===== src/design/bcp_pkg.sv =====
package bcp_pkg;
  // Clock and timing
  localparam int CLK_HZ = 50_000_000;
  localparam int CLK_PERIOD_NS = 20;
  localparam int OC_RECOVERY_US = 1000;
  localparam int OC_RECOVERY_CYC = OC_RECOVERY_US * (CLK_HZ / 1_000_000);
  localparam int PWM_HZ = 20_000;
  localparam int PWM_PERIOD_CYC = CLK_HZ / PWM_HZ;
  localparam int SPEED_W = 8;
  // Sawtooth floor and span in speed-command codes
  localparam logic [7:0] SAW_FLOOR = 8'h67;
  localparam logic [7:0] SAW_SPAN = 8'h98;

  // Register byte offsets
  localparam logic [7:0] OFF_CTRL = 8'h00;
  localparam logic [7:0] OFF_SPEED = 8'h04;
  localparam logic [7:0] OFF_STATUS = 8'h08;
  localparam logic [7:0] OFF_IRQ_STAT = 8'h0C;
  localparam logic [7:0] OFF_IRQ_MASK = 8'h10;
  localparam logic [7:0] OFF_GATES = 8'h14;

  // Control fields
  localparam int CTRL_OC_EN = 0;
  localparam logic [31:0] CTRL_RESET = 32'h0000_0001;
  localparam logic [31:0] SPEED_RESET = 32'h0000_0000;

  // Event bit positions
  localparam int EV_CL = 0;
  localparam int EV_OC = 1;
  localparam int EV_OC_DONE = 2;
  localparam int EV_INVALID = 3;
  localparam int EV_W = 4;

  // Gate vector bit positions
  localparam int G_AH = 0;
  localparam int G_AL = 1;
  localparam int G_BH = 2;
  localparam int G_BL = 3;
  localparam int G_CH = 4;
  localparam int G_CL = 5;

  typedef enum logic [1:0] {
    BCP_RUN = 2'b01,
    BCP_FAULT = 2'b10
  } bcp_oc_state_t;
endpackage : bcp_pkg


===== src/design/bcp_top.sv =====
`timescale 1ns/1ps
// How it works
// - Hall A high decodes three drive steps
// - Hall A low decodes three drive steps
// - Invalid hall patterns turn all gates off
// - Tach outputs: hall A and hall majority
// - Duty from speed command versus sawtooth
// - Chop high side only, low side steady
// - Current limit kills all high sides
// - Current limit latch clears each period
// - Over-current turns all six gates off unless internal_rail is high
// - Over-current recovers after fixed interval
// - Command below floor stops high sides
module bcp_top #(
  parameter int OC_RECOVERY = bcp_pkg::OC_RECOVERY_CYC,
  parameter int PWM_PERIOD = bcp_pkg::PWM_PERIOD_CYC
) (
  input wire logic hclk,
  input wire logic hresetn,
  input wire logic hsel,
  input wire logic [31:0] haddr,
  input wire logic [1:0] htrans,
  input wire logic hwrite,
  input wire logic [2:0] hsize,
  input wire logic [31:0] hwdata,
  input wire logic hready,
  output logic [31:0] hrdata,
  output logic hreadyout,
  output logic hresp,
  input wire logic hall_a,
  input wire logic hall_b,
  input wire logic hall_c,
  input wire logic current_limit_level,
  input wire logic overcurrent_level,
  input wire logic internal_rail,
  output logic [5:0] gate,
  output logic tach_single_out,
  output logic tach_majority_out,
  output logic pwm_clock_monitor,
  output logic irq
);
  // Bus registers
  logic [31:0] ctrl;
  logic [7:0] speed_command;
  logic [bcp_pkg::EV_W-1:0] irq_stat;
  logic [bcp_pkg::EV_W-1:0] irq_mask;
  logic wr_pend;
  logic [7:0] wr_addr;

  // Core state
  logic cl_latch;
  bcp_pkg::bcp_oc_state_t oc_state;
  logic [$clog2(OC_RECOVERY+1)-1:0] oc_cnt;
  logic [5:0] gate_raw;
  logic hall_invalid;
  logic hall_invalid_q;
  logic pwm_on;
  logic period_start;
  logic [7:0] sawtooth_node;
  logic tach_single;
  logic tach_majority;

  bcp_commutator u_comm (
    .hall_a(hall_a),
    .hall_b(hall_b),
    .hall_c(hall_c),
    .gate_raw(gate_raw),
    .tach_single(tach_single),
    .tach_majority(tach_majority),
    .hall_invalid(hall_invalid)
  );

  bcp_pwm #(.PERIOD(PWM_PERIOD)) u_pwm (
    .hclk(hclk),
    .hresetn(hresetn),
    .speed_command(speed_command),
    .pwm_on(pwm_on),
    .period_start(period_start),
    .sawtooth_node(sawtooth_node)
  );

  // Protection
  wire logic oc_enable = ctrl[bcp_pkg::CTRL_OC_EN] & ~internal_rail;
  wire logic oc_trip = oc_enable & overcurrent_level;
  wire logic in_fault = (oc_state == bcp_pkg::BCP_FAULT) | oc_trip;
  wire logic below_floor = speed_command < bcp_pkg::SAW_FLOOR;
  wire logic cl_block = cl_latch | current_limit_level;
  wire logic oc_done = (oc_state == bcp_pkg::BCP_FAULT)
      && (oc_cnt == '0) && !oc_trip;
  wire logic [5:0] high_mask = 6'b01_0101;
  wire logic hi_ok = pwm_on & ~below_floor & ~cl_block;
  wire logic [5:0] gate_chop = gate_raw
      & (hi_ok ? 6'b11_1111 : ~high_mask);
  wire logic [5:0] next_gate = in_fault ? 6'b00_0000 : gate_chop;

  always_ff @(posedge hclk or negedge hresetn) begin
    if (!hresetn) begin
      cl_latch <= 1'b0;
    end else if (current_limit_level) begin
      // A trip in the clearing cycle wins over the period clear
      cl_latch <= 1'b1;
    end else if (period_start) begin
      cl_latch <= 1'b0;
    end
  end

  always_ff @(posedge hclk or negedge hresetn) begin
    if (!hresetn) begin
      oc_state <= bcp_pkg::BCP_RUN;
      oc_cnt <= '0;
    end else begin
      case (oc_state)
        bcp_pkg::BCP_RUN: begin
          if (oc_trip) begin
            oc_state <= bcp_pkg::BCP_FAULT;
            oc_cnt <= ($bits(oc_cnt))'(OC_RECOVERY - 1);
          end
        end
        bcp_pkg::BCP_FAULT: begin
          if (oc_trip) begin
            oc_cnt <= ($bits(oc_cnt))'(OC_RECOVERY - 1);
          end else if (oc_cnt == '0) begin
            oc_state <= bcp_pkg::BCP_RUN;
          end else begin
            oc_cnt <= oc_cnt - 1'b1;
          end
        end
        default: oc_state <= bcp_pkg::BCP_RUN;
      endcase
    end
  end

  always_ff @(posedge hclk or negedge hresetn) begin
    if (!hresetn) begin
      gate <= 6'b00_0000;
      tach_single_out <= 1'b0;
      tach_majority_out <= 1'b0;
      pwm_clock_monitor <= 1'b0;
      hall_invalid_q <= 1'b0;
    end else begin
      gate <= next_gate;
      tach_single_out <= tach_single;
      tach_majority_out <= tach_majority;
      pwm_clock_monitor <= period_start;
      hall_invalid_q <= hall_invalid;
    end
  end

  // Events
  logic [bcp_pkg::EV_W-1:0] ev;
  assign ev[bcp_pkg::EV_CL] = current_limit_level & ~cl_latch;
  assign ev[bcp_pkg::EV_OC] = oc_trip & (oc_state == bcp_pkg::BCP_RUN);
  assign ev[bcp_pkg::EV_OC_DONE] = oc_done;
  assign ev[bcp_pkg::EV_INVALID] = hall_invalid & ~hall_invalid_q;

  // AHB-Lite slave, zero wait states
  wire logic take = hsel & hready & htrans[1];
  wire logic wr_ctrl = wr_pend && wr_addr == bcp_pkg::OFF_CTRL;
  wire logic wr_speed = wr_pend && wr_addr == bcp_pkg::OFF_SPEED;
  wire logic wr_clr = wr_pend && wr_addr == bcp_pkg::OFF_IRQ_STAT;
  wire logic wr_mask = wr_pend && wr_addr == bcp_pkg::OFF_IRQ_MASK;
  wire logic [bcp_pkg::EV_W-1:0] clr_bits =
      wr_clr ? hwdata[bcp_pkg::EV_W-1:0] : '0;

  always_ff @(posedge hclk or negedge hresetn) begin
    if (!hresetn) begin
      wr_pend <= 1'b0;
      wr_addr <= 8'h00;
    end else begin
      wr_pend <= take & hwrite;
      wr_addr <= haddr[7:0];
    end
  end

  always_ff @(posedge hclk or negedge hresetn) begin
    if (!hresetn) begin
      ctrl <= bcp_pkg::CTRL_RESET;
      speed_command <= bcp_pkg::SPEED_RESET[7:0];
      irq_mask <= '0;
      irq_stat <= '0;
    end else begin
      if (wr_ctrl) ctrl <= {31'h0000_0000, hwdata[0]};
      if (wr_speed) speed_command <= hwdata[7:0];
      if (wr_mask) irq_mask <= hwdata[bcp_pkg::EV_W-1:0];
      irq_stat <= (irq_stat & ~clr_bits) | ev;
    end
  end

  wire logic [31:0] status_word = {22'h00_0000, sawtooth_node,
      cl_latch, oc_state == bcp_pkg::BCP_FAULT};
  logic [31:0] rd_mux;
  always_comb begin
    case (haddr[7:0])
      bcp_pkg::OFF_CTRL: rd_mux = ctrl;
      bcp_pkg::OFF_SPEED: rd_mux = {24'h00_0000, speed_command};
      bcp_pkg::OFF_STATUS: rd_mux = status_word;
      bcp_pkg::OFF_IRQ_STAT: rd_mux = {28'h000_0000, irq_stat};
      bcp_pkg::OFF_IRQ_MASK: rd_mux = {28'h000_0000, irq_mask};
      bcp_pkg::OFF_GATES: rd_mux = {23'h00_0000, hall_a, hall_b, hall_c,
          gate};
      default: rd_mux = 32'h0000_0000;
    endcase
  end

  always_ff @(posedge hclk or negedge hresetn) begin
    if (!hresetn) begin
      hrdata <= 32'h0000_0000;
    end else if (take & ~hwrite) begin
      hrdata <= rd_mux;
    end
  end

  assign hreadyout = 1'b1;
  assign hresp = 1'b0;
  assign irq = |(irq_stat & irq_mask);
endmodule : bcp_top


===== src/design/bcp_commutator.sv =====
`timescale 1ns/1ps
module bcp_commutator (
  input wire logic hall_a,
  input wire logic hall_b,
  input wire logic hall_c,
  output logic [5:0] gate_raw,
  output logic tach_single,
  output logic tach_majority,
  output logic hall_invalid
);
  wire logic [2:0] hall = {hall_a, hall_b, hall_c};

  always_comb begin
    gate_raw = 6'b00_0000;
    case (hall)
      3'b101: gate_raw = 6'b00_0110;
      3'b100: gate_raw = 6'b01_0010;
      3'b110: gate_raw = 6'b01_1000;
      3'b010: gate_raw = 6'b00_1001;
      3'b011: gate_raw = 6'b10_0001;
      3'b001: gate_raw = 6'b10_0100;
      default: gate_raw = 6'b00_0000;
    endcase
  end

  assign hall_invalid = (hall == 3'b000) || (hall == 3'b111);
  assign tach_single = hall_a;
  assign tach_majority = (hall_a & hall_b) | (hall_a & hall_c)
      | (hall_b & hall_c);
endmodule : bcp_commutator


===== src/design/bcp_pwm.sv =====
`timescale 1ns/1ps
module bcp_pwm #(
  parameter int PERIOD = bcp_pkg::PWM_PERIOD_CYC
) (
  input wire logic hclk,
  input wire logic hresetn,
  input wire logic [7:0] speed_command,
  output logic pwm_on,
  output logic period_start,
  output logic [7:0] sawtooth_node
);
  logic [$clog2(PERIOD)-1:0] cnt;
  logic [15:0] prod;
  wire logic last = (cnt == ($clog2(PERIOD))'(PERIOD - 1));

  always_ff @(posedge hclk or negedge hresetn) begin
    if (!hresetn) begin
      cnt <= '0;
    end else if (last) begin
      cnt <= '0;
    end else begin
      cnt <= cnt + 1'b1;
    end
  end

  // Ramp from floor to floor plus span over one period
  assign prod = 16'(32'(cnt) * 32'(bcp_pkg::SAW_SPAN) / PERIOD);
  assign sawtooth_node = bcp_pkg::SAW_FLOOR + prod[7:0];
  assign pwm_on = speed_command > sawtooth_node;
  assign period_start = (cnt == '0);
endmodule : bcp_pwm


===== config.mk =====
export PLATFORM = sky130hd
export DESIGN_NAME = bcp_top
export DESIGN_NICKNAME = d
export VERILOG_FILES = /design/src/design/bcp_pkg.sv /design/src/design/bcp_top.sv /design/src/design/bcp_commutator.sv /design/src/design/bcp_pwm.sv
export SDC_FILE = /design/constraint.sdc
export NUM_CORES = 1
export LEC_CHECK = 0
export ABC_AREA = 0
export BUFFER_PORTS_ARGS = -buffer_cell sky130_fd_sc_hd__buf_2
export CAP_MARGIN = 10
export CELL_PAD_IN_SITES_DETAIL_PLACEMENT = 1
export CELL_PAD_IN_SITES_GLOBAL_PLACEMENT = 1
export CORE_MARGIN = 2
export CORE_UTILIZATION = 48
export DETAILED_ROUTE_END_ITERATION = 10
export GPL_TIMING_DRIVEN = 1
export MAX_ROUTING_LAYER = met4
export PLACE_DENSITY = 0.9
export RECOVER_POWER = 50
export SLEW_MARGIN = 20
export SYNTH_ARGS = -nofsm -noshare
export SYNTH_HDL_FRONTEND = slang
export SYNTH_SLANG_ARGS = --single-unit

===== constraint.sdc =====
create_clock -name hclk -period 23.3 [get_ports hclk]
set_input_delay 1.165 -clock hclk [delete_from_list [all_inputs] [get_ports hclk]]
set_output_delay 1.165 -clock hclk [all_outputs]
set_load 0.02 [all_outputs]

==> results of run 1 <==
## cell usage in the layout, fill, tap and decap left out, types with 7 or more instances in the layout
cell,netlist,routed
nand2_1,106,106
nor2_1,78,78
dfrtp_1,75,75
inv_1,55,55
o21ai_0,53,53
a21oi_1,49,49
xnor2_1,48,48
ha_1,46,46
nand3_1,38,38
buf_2,10,37
nor3_1,25,25
conb_1,2,24
mux2_2,23,23
xor2_1,22,22
a31oi_1,20,20
nand4_1,19,19
a21o_1,15,15
nor4_1,13,13
a22oi_1,13,13
or3_1,13,13
a211oi_1,12,12
nand2b_1,11,11
o21a_1,10,10
clkbuf_1,16,10
nor2b_1,9,9
and2_1,9,9
clkbuf_16,0,9
and3_1,8,8
a31o_2,8,8
fa_1,8,8
o31ai_1,7,7
o211a_1,7,7
mux2i_1,7,7
a311oi_1,7,7
nor3b_1,7,7
## power breakdown
group / leakage, nW / internal, mW / switching [mW]
Sequential: 0.951 / 0.136 / 0.00186
Combinational: 2.77 / 0.00530 / 0.0147
Clock: 0.165 / 0.0978 / 0.0583
Total: 3.89 / 0.239 / 0.0749
## layout make-up
class | count | area [um^2]
fillers | 2209 | 8570
multi-input cells | 890 | 6460
well taps | 229 | 287
clock buffers | 10 | 239
repair buffers | 49 | 238
clock inverters | 6 | 93.8
flip-flops and latches | 77 | 1930
inverters | 55 | 206
## synthesized netlist by cell type, types with 11 or more instances
master,number,area [um^2]
a211oi_1,12,90.1
a21o_1,15,113
a21oi_1,49,245
a22oi_1,13,97.6
a31oi_1,20,125
buf_4,26,195
clkbuf_1,16,60.1
dfrtp_1,75,1880
ha_1,46,576
inv_1,55,206
mux2_2,23,259
nand2_1,106,398
nand2b_1,11,68.8
nand3_1,38,190
nand4_1,19,119
nor2_1,78,293
nor3_1,25,125
nor4_1,13,81.3
o21ai_0,53,265
or3_1,13,81.3
xnor2_1,48,420
xor2_1,22,193
## sequential cells by signal (all words and copies together) (netlist names), 4 cells and up
register and flops:
wr_addr 8, speed_command 8, u_pwm.cnt 12, oc_cnt 16
gate 6, hrdata 10, irq_mask 4, irq_stat 4
## stage by stage
stage | worst slack (ps) | instances | hold WS, ps
5_1_grt | 9090 | 1316 | 528
4_1_cts | 9920 | 1316 | 491
2_1_floorplan | 12430 | 1081 | 458
3_3_place_gp | 10570 | 1300 | 461
6_report | 9800 | 1316 | 489
3_5_place_dp | 10160 | 1300 | 477
## worst max-delay path: cells and delay by family, from the launching register on
kind	cells	cell delay, ps
AOI/OAI and AO/OA	19	5180
xor gates and xnor gates	2	530
adders and majority gates	6	2050
buffers and inverters	3	180
DFF	1	490
muxes	2	930
and+or+nand+nor	14	4030
## worst max path at each step
stage | end | slack (ps) | cells past startpoint
2_1_floorplan | gate[0] | 12430 | 46
3_3_place_gp | gate[4] | 10570 | 46
3_5_place_dp | gate[0] | 10160 | 46
4_1_cts | gate[0] | 9920 | 46
5_1_grt | gate[0] | 9090 | 46
6_report | gate[0] | 9800 | 46
## layer usage
| layer | GRT usage, % | share of wire [%] | vias up |
|---|---|---|---|
| met5 | - | 0 | - |
| met4 | 10.8 | 3.1 | 0 |
| met3 | 3.79 | 4.5 | 63 |
| met2 | 48.3 | 49 | 250 |
| met1 | 34.8 | 43 | 4326 |
| li1 | - | - | 3968 |
## cells by family after synthesis
family	share of synthesized area, %
AO/OA/AOI/OAI	27.6
XOR/XNOR	7.95
adder cells (fa/ha/maj)	8.85
buffers and inverters	6.58
flip-flops	21.7
multiplexers	4.69
other	0.0846
AND/OR/NAND/NOR	22.5
==> flow_summary.yaml, run 1 <==
status:
  status: "complete, but fails checks"
  violations: "capacitance limit, slew limit"
floorplan:
  rows: 49
  core_area_mm2: 0.0180
  fp.dieArea_mm2: 0.0196
  die_x_um: 140
  die_y_um: 140
  start_util_pct: 49.3
  boundaryPins: 124
synthesis:
  synthFlopType: "dfrtp_1"
  yosys_warnings: 0
  ys_async_sr_fraction_pct: 100
  synth_area_mm2: 0.00888
  netlist_instances: 1059
  ys_seq_area_share_pct: 21.7
  ys_seq_elements: 77
  synth-edff-count: 0
  postSynthAreaPerCell_um2: 8.38
  synth_cell_type_count: 118
placement:
  hpwl_mm: 20.6
  dpl_cell_area_mm2: 0.00913
  gp_congestion: 0.871
  port_buffers: 47
power:
  leakage_nw: 3.89
  vdd_drop_max_v: 0.0000565
  fin_total_pwr_mw: 0.314
  p_per_area_mw_per_mm2: 33.2
sta:
  setup_tns_ps: 0
  fmax_mhz: 74.1
  slew_headroom_pct: -172
  finalWorstPathRequiredPeriod_ps: 13500
  finalSetupViolations: 0
  clock-skew-final_ps: 10.5
  slew_viol_final: 78
  rsz0062_at_grt: "false"
  hold_viol_final: 0
  period_share_pct: 57.9
  worstMarginPinSlew_ps: 4080
clock_tree:
  cts_max_level: 3
  post-cts-setup-buffer-count: 0
  cts_root_buf: "clkbuf_16"
  cts_hold_buffers: 0
  path_clk_slew_ps: 60
  cts_buffers: 9
  post_cts_resized: 0
  cts_tree: "built"
  clk-insertion-delay-late_ps: 350
  cts_sinks: 77
  cts_max_path_buffers: 2
routing:
  wirelength_mm: 27.5
  drc_errors: 0
  viasPerCell: 6.54
  drtPass1Iterations: 5
  drt-wirelength-per-cell_um: 20.9
  drtIter0Drc: 670
  num_vias: 8607
  ant_nets: 0
worst_setup_path:
  start_kind: "register"
  crit_path_frequent_cell: "ha_1"
  rr_worst_depth: 46
  reg2reg_from: "u_pwm.cnt[4]"
  reg2reg_slack_ps: 9800
  reg2reg_to: "gate[0]"
  cp_slowest_cell: "or4_4"
  cp.arrival_ps: 13770
  path_max_fanout: 12
  cp.required_ps: 23570
  critPathLaunch: "u_pwm.cnt[4]"
  slowest_delay_ps: 600
  cp-end-kind: "register"
  worstSetupPathType: "register to register"
final_layout:
  design_area_mm2: 0.00945
  drive_above_1_share_pct: 14.1
  layout.nets: 1216
  fin_util_pct: 52.5
  n_antenna_cell: 0
  area_growth_pct: 6.50
global_route:
  grt-ovfl-total: 0
  antenna_found_initial: 0
  grt_pass1_wl_mm: 45.2
  grt_pass1_vias: 8694
  grt_max_degree: 78
  track_usage_pct: 28.6
min_path:
  hold_end: "hrdata[4]"
  hold_depth: 2
  worstHoldStart: "hrdata[4]"
  hold_class: "register to register"
job:
  maxCapViolations: 1
Note: power is estimated with default switching activity, not from simulation.
==> run 2, diff against run 1 <==
--- a/config.mk
+++ b/config.mk
@@ -5,17 +5,17 @@
 export SDC_FILE = /design/constraint.sdc
 export NUM_CORES = 1
 export LEC_CHECK = 0
-export ABC_AREA = 0
+export ABC_AREA = 1
 export BUFFER_PORTS_ARGS = -buffer_cell sky130_fd_sc_hd__buf_2
 export CAP_MARGIN = 10
 export CELL_PAD_IN_SITES_DETAIL_PLACEMENT = 1
 export CELL_PAD_IN_SITES_GLOBAL_PLACEMENT = 1
 export CORE_MARGIN = 2
-export CORE_UTILIZATION = 48
+export CORE_UTILIZATION = 38
 export DETAILED_ROUTE_END_ITERATION = 10
 export GPL_TIMING_DRIVEN = 1
 export MAX_ROUTING_LAYER = met4
-export PLACE_DENSITY = 0.9
+export PLACE_DENSITY = 0.8
 export RECOVER_POWER = 50
 export SLEW_MARGIN = 20
 export SYNTH_ARGS = -nofsm -noshare
==> constraint.sdc (replaced) <==
create_clock -name hclk -period 12.3 [get_ports hclk]
set_input_delay 0.615 -clock hclk [delete_from_list [all_inputs] [get_ports hclk]]
set_output_delay 0.615 -clock hclk [all_outputs]
set_load 0.02 [all_outputs]
==> run 2 against run 1 <==
  * The flow still finishes with violations (capacitance limit, slew limit)
  * Register-to-register slack got worse by 8600 ps
  * Core utilization decreased by 10 points
  * Clock skew decreased by 5.3 ps
  * Global-route usage decreased by 8.6 points
  * Count of clock-buffer cells in the layout increased by 2
  * Synthesized area increased by 3.3%
  * Fmax increased by 22%
  * Largest cell class unchanged
==> flow_summary.yaml, run 2 <==
worst_setup_path:
  cp_slowest_cell: "fa_1"
  reg2reg_to: "gate[4]"
  worstSetupPathType: "register to register"
  reg2reg_slack_ps: 1190
  path_max_fanout: 17
  cp.arrival_ps: 11350
  crit_path_frequent_cell: "nand2_1"
  reg2reg_from: "u_pwm.cnt[6]"
  start_kind: "register"
  cp-end-kind: "register"
  slowest_delay_ps: 500
  cp.required_ps: 12540
  rr_worst_depth: 71
synthesis:
  synth_area_mm2: 0.00917
  synth-edff-count: 0
  synth_cell_type_count: 61
  ys_async_sr_fraction_pct: 100
  synth.top_cells.by_count: "nand2_1 (363), inv_1 (229), nand3_1 (132)"
  synth_top_cell_by_area: "dfrtp_1"
  ys_seq_elements: 77
  synth.most_common_cell: "nand2_1"
  ys_seq_area_share_pct: 21.0
  yosys_warnings: 0
  postSynthAreaPerCell_um2: 6.53
  netlist_instances: 1404
  synthFlopType: "dfrtp_1"
  synth.top_cell.area_share_pct: 20.5
  synthTopCellsByArea: "dfrtp_1 (20%), nand2_1 (15%), inv_1 (9.4%), nand3_1 (7.2%), ha_1 (6.3%)"
final_layout:
  regMostFlops: "oc_cnt"
  layout.nets: 1590
  drive_above_1_share_pct: 16.3
  final_common_cell: "nand2_1"
  largestRegisters: "oc_cnt (16), u_pwm.cnt (12), hrdata (10)"
  nFillCells: 3193
  fin_util_pct: 42.2
  design_area_mm2: 0.00997
  n_antenna_cell: 0
  largest_register_ffs: 16
  area_growth_pct: 8.69
  final_cell_mix: "nand2_1 (363), inv_1 (229), nand3_1 (132), nor2_1 (117), dfrtp_1 (75)"
  multi_input_area_mm2: 0.00617
  seqCellArea_mm2: 0.00193
floorplan:
  die_y_um: 159
  boundaryPins: 124
  fp.dieArea_mm2: 0.0254
  rows: 56
  core_area_mm2: 0.0236
  start_util_pct: 38.8
  die_x_um: 159
routing:
  drc_errors: 0
  wirelength_mm: 24.4
  ant_nets: 0
  drtPass1Iterations: 4
  num_vias: 8853
  drtIter0Drc: 286
  viasPerCell: 4.98
  drt-wirelength-per-cell_um: 13.7
clock_tree:
  cts_sinks: 77
  cts_buffers: 9
  cts_root_buf: "clkbuf_16"
  path_clk_slew_ps: 60
  cts_hold_buffers: 0
  cts_max_path_buffers: 2
  clk-insertion-delay-late_ps: 350
  cts_tree: "built"
  cts_max_level: 3
sta:
  hold_viol_final: 0
  worstMarginPinSlew_ps: 4120
  slew_viol_final: 78
  fmax_mhz: 90.0
  slew_headroom_pct: -175
  period_share_pct: 90.3
  finalWorstPathRequiredPeriod_ps: 11110
  finalSetupViolations: 0
  clock-skew-final_ps: 5.21
  layout_setup_ws_ps: 1190
placement:
  gp_congestion: 0.843
  dpl_cell_area_mm2: 0.00962
  port_buffers: 47
  pre_cts_ws_ps: 562
  hpwl_mm: 20.3
min_path:
  hold_class: "primary input to register"
  hold_end: "wr_addr[6]"
  worstHoldStart: "haddr[6]"
  hold_depth: 1
status:
  status: "complete, but fails checks"
  violations: "capacitance limit, slew limit"
global_route:
  grt_pass1_wl_mm: 42.2
  track_usage_pct: 20.0
  grt_pass1_vias: 9056
  grt-ovfl-total: 0
  antenna_found_initial: 0
  grt_max_degree: 78
job:
  maxCapViolations: 1
power:
  p_per_area_mw_per_mm2: 64.5
  leakage_nw: 5.35
  vdd_drop_max_v: 0.0000599
  fin_total_pwr_mw: 0.643
[run 2: metal layers]
layer	part of all wire [%]	global-route usage, %
met1	47	24.8
met2	50	35.4
met3	2.0	1.98
met4	1.3	3.76
met5	0	-
[run 2: cells by family (layout without fill, tap and decap cells)]
kind of cell,count (synthesis),in the layout,share of synthesized area (%)
fa+ha+maj,54,54,8.02
compound gates,126,126,8.27
other cells,2,24,0.0819
mux,4,4,0.491
simple gates,829,829,45.8
flops,77,77,21.0
xor+xnor,30,30,3.03
buf+inv,282,315,13.2
[run 2: area by class of cell]
cell class	instances	share of cell area (%)
Clock inverter	2	0.351
Timing Repair Buffer	51	2.54
Tap cell	319	4.00
Sequential cell	77	19.4
Multi-Input combinational cell	1067	61.8
Clock buffer	12	2.47
Inverter	250	9.44
[run 2: stage by stage]
step | hold WS (ps) | setup TNS, ps | cells
after floorplan | 319 | 0 | 1426
after global placement | 450 | 0 | 1760
after detailed placement | 451 | 0 | 1760
after CTS | 390 | 0 | 1774
after global routing | 412 | -44.0 | 1778
final | 401 | 0 | 1778
[run 2: worst max-delay path: cells and delay by family, from the launching register on]
family	cells	cell delay, ps
buffers and inverters	6	420
DFF	1	460
and+or+nand+nor	52	6860
AOI/OAI and AO/OA	6	1250
xor gates and xnor gates	1	140
adders and majority gates	6	1830
[run 2: how the worst max path moves through the flow]
stage                       from  endpoint  depth (start not counted)
global placement    u_pwm.cnt[7]   gate[2]                         71
finish              u_pwm.cnt[6]   gate[4]                         71
CTS                 u_pwm.cnt[7]   gate[2]                         71
global route        u_pwm.cnt[6]   gate[4]                         71
detailed placement  u_pwm.cnt[7]   gate[4]                         71
floorplan           u_pwm.cnt[7]   gate[4]                         80
[run 2: repair_timing]
action | in CTS | in global routing
gates resized for setup | 0 | 14
buffers inserted | 0 | 4
endpoints found under the setup margin | 0 | 3
[run 2: where the power goes]
group / switching [mW] / total (mW) / internal, mW
logic: 0.0766 / 0.105 / 0.0287
clock network: 0.0970 / 0.257 / 0.160
registers: 0.0111 / 0.281 / 0.270
==> run 3, diff against run 2 <==
--- a/config.mk
+++ b/config.mk
@@ -10,7 +10,7 @@
 export CAP_MARGIN = 10
 export CELL_PAD_IN_SITES_DETAIL_PLACEMENT = 1
 export CELL_PAD_IN_SITES_GLOBAL_PLACEMENT = 1
-export CORE_MARGIN = 2
+export CORE_MARGIN = 1.5
 export CORE_UTILIZATION = 38
 export DETAILED_ROUTE_END_ITERATION = 10
 export GPL_TIMING_DRIVEN = 1
==> run 3 against run 2 <==
  * The run still ends with capacitance limit, slew limit left
  * Critical path depth grew 2
  * Fmax fell by 0.52%
  * Clock power increased by 5%
  * Worst hold slack lost 6.8 ps
  * Non-clock buffer count is 2 higher
==> flow_summary.yaml, run 3 (synthesized netlist as in run 2, its figures left out) <==
status:
  status: "complete, but fails checks"
  violations: "capacitance limit, slew limit"
worst_setup_path:
  path_max_fanout: 17
  cp.required_ps: 12520
  reg2reg_slack_ps: 1130
  crit_path_frequent_cell: "nand2_1"
  rr_worst_depth: 73
  start_kind: "register"
  reg2reg_from: "u_pwm.cnt[7]"
  reg2reg_to: "gate[4]"
  cp.arrival_ps: 11390
  cp-endpoint: "gate[4]"
  slowest_delay_ps: 510
  cp_slowest_cell: "fa_1"
  worstSetupPathType: "register to register"
  cp-end-kind: "register"
  critPathLaunch: "u_pwm.cnt[7]"
global_route:
  track_usage_pct: 21.2
  antenna_found_initial: 0
  grt_max_degree: 78
  grt_pass1_wl_mm: 42.5
  grt-ovfl-total: 0
  grt_pass1_vias: 9038
final_layout:
  layout.nets: 1592
  largestRegisters: "oc_cnt (16), u_pwm.cnt (12), hrdata (10)"
  regMostFlops: "oc_cnt"
  final_cell_mix: "nand2_1 (363), inv_1 (229), nand3_1 (132), nor2_1 (119), dfrtp_1 (75)"
  final_common_cell: "nand2_1"
  fin_util_pct: 42.4
  nFillCells: 3189
  drive_above_1_share_pct: 16.3
  largest_register_ffs: 16
  area_growth_pct: 9.15
clock_tree:
  cts_max_path_buffers: 2
  clk-insertion-delay-late_ps: 340
  cts_sinks: 77
  cts_root_buf: "clkbuf_16"
  cts_max_level: 3
  cts_hold_buffers: 0
  cts_buffers: 9
  cts_tree: "built"
  path_clk_slew_ps: 60
sta:
  slew_headroom_pct: -181
  hold_viol_final: 0
  slew_viol_final: 78
  clock-skew-final_ps: 4.31
  fmax_mhz: 89.6
  layout_setup_ws_ps: 1130
  finalWorstPathRequiredPeriod_ps: 11170
  worstMarginPinSlew_ps: 4210
  setup_tns_ps: 0
  period_share_pct: 90.8
  finalSetupViolations: 0
routing:
  num_vias: 8927
  ant_nets: 0
  drc_errors: 0
  drtIter0Drc: 298
  drt-wirelength-per-cell_um: 14.0
  viasPerCell: 5.01
  wirelength_mm: 25.0
  drtPass1Iterations: 4
placement:
  hpwl_mm: 20.7
  gp_congestion: 0.849
  pre_cts_ws_ps: 436
  port_buffers: 47
floorplan:
  die_x_um: 158
  core_area_mm2: 0.0236
  boundaryPins: 124
  start_util_pct: 38.8
  fp.dieArea_mm2: 0.0251
  rows: 56
  die_y_um: 158
min_path:
  hold_class: "primary input to register"
  worstHoldStart: "haddr[7]"
power:
  vdd_drop_max_v: 0.0000644
  leakage_nw: 5.38
  fin_total_pwr_mw: 0.657
  p_per_area_mw_per_mm2: 65.6
job:
  maxCapViolations: 1
==> run 3: cell count changes in the layout (fill, tap and decap cells not counted), sizes merged <==
| cell | change |
|---|---|
| buf | +3 |
| clkinv | +1 |
| diode | +1 |
==> run 3: final cells by class <==
cell class	instances	area, um^2	share of cell area (%)
Clock buffer	13	260	2.60
Antenna cell	1	2.50	0.0250
Inverter	250	941	9.40
Multi-Input combinational cell	1067	6170	61.6
Clock inverter	3	43.8	0.437
Sequential cell	77	1930	19.3
Timing Repair Buffer	53	269	2.69
Tap cell	319	399	3.99
==> run 3: per-layer routing <==
metal / vias to the layer above / GRT usage, % / part of all wire, %
met2: 85 / 37.2 / 50
met5: - / - / 0
met4: 0 / 4.45 / 1.3
li1: 4535 / - / -
met1: 4280 / 26.4 / 47
met3: 27 / 2.18 / 1.7
==> run 3: report_power, final <==
part           switching, mW  total, mW  internal [mW]  leakage (nW)
registers             0.0108      0.281          0.270         0.913
clock network          0.102      0.271          0.168         0.150
logic                 0.0765      0.105         0.0287          4.31
==> run 3: what timing repair did <==
action	CTS	global route
gates resized for setup	0	11
buffers inserted	0	6
setup endpoints to repair	0	3
==> run 3: worst min-delay path by stage <==
stage / endpoint / cells past startpoint
after floorplan: cl_latch / 0
after global placement: oc_cnt[5] / 1
after detailed placement: irq_stat[0] / 1
after CTS: wr_addr[7] / 1
after global routing: wr_addr[6] / 1
final: wr_addr[7] / 1
==> run 3: worst max-delay path: cells and delay by family, from the launching register on <==
| kind | cells | cell delay, ps |
|---|---|---|
| flops | 1 | 470 |
| compound gates | 7 | 1550 |
| xor+xnor | 1 | 150 |
| simple gates | 52 | 6320 |
| fa+ha+maj | 5 | 1700 |
| buf+inv | 8 | 820 |
==> run 3: stage by stage <==
stage | instance area (um^2) | std cells | hold slack, ps
2_1_floorplan | 9260 | 1426 | 319
3_3_place_gp | 9620 | 1760 | 452
3_5_place_dp | 9620 | 1760 | 462
4_1_cts | 9920 | 1776 | 386
5_1_grt | 10000 | 1782 | 389
6_report | 10000 | 1783 | 394
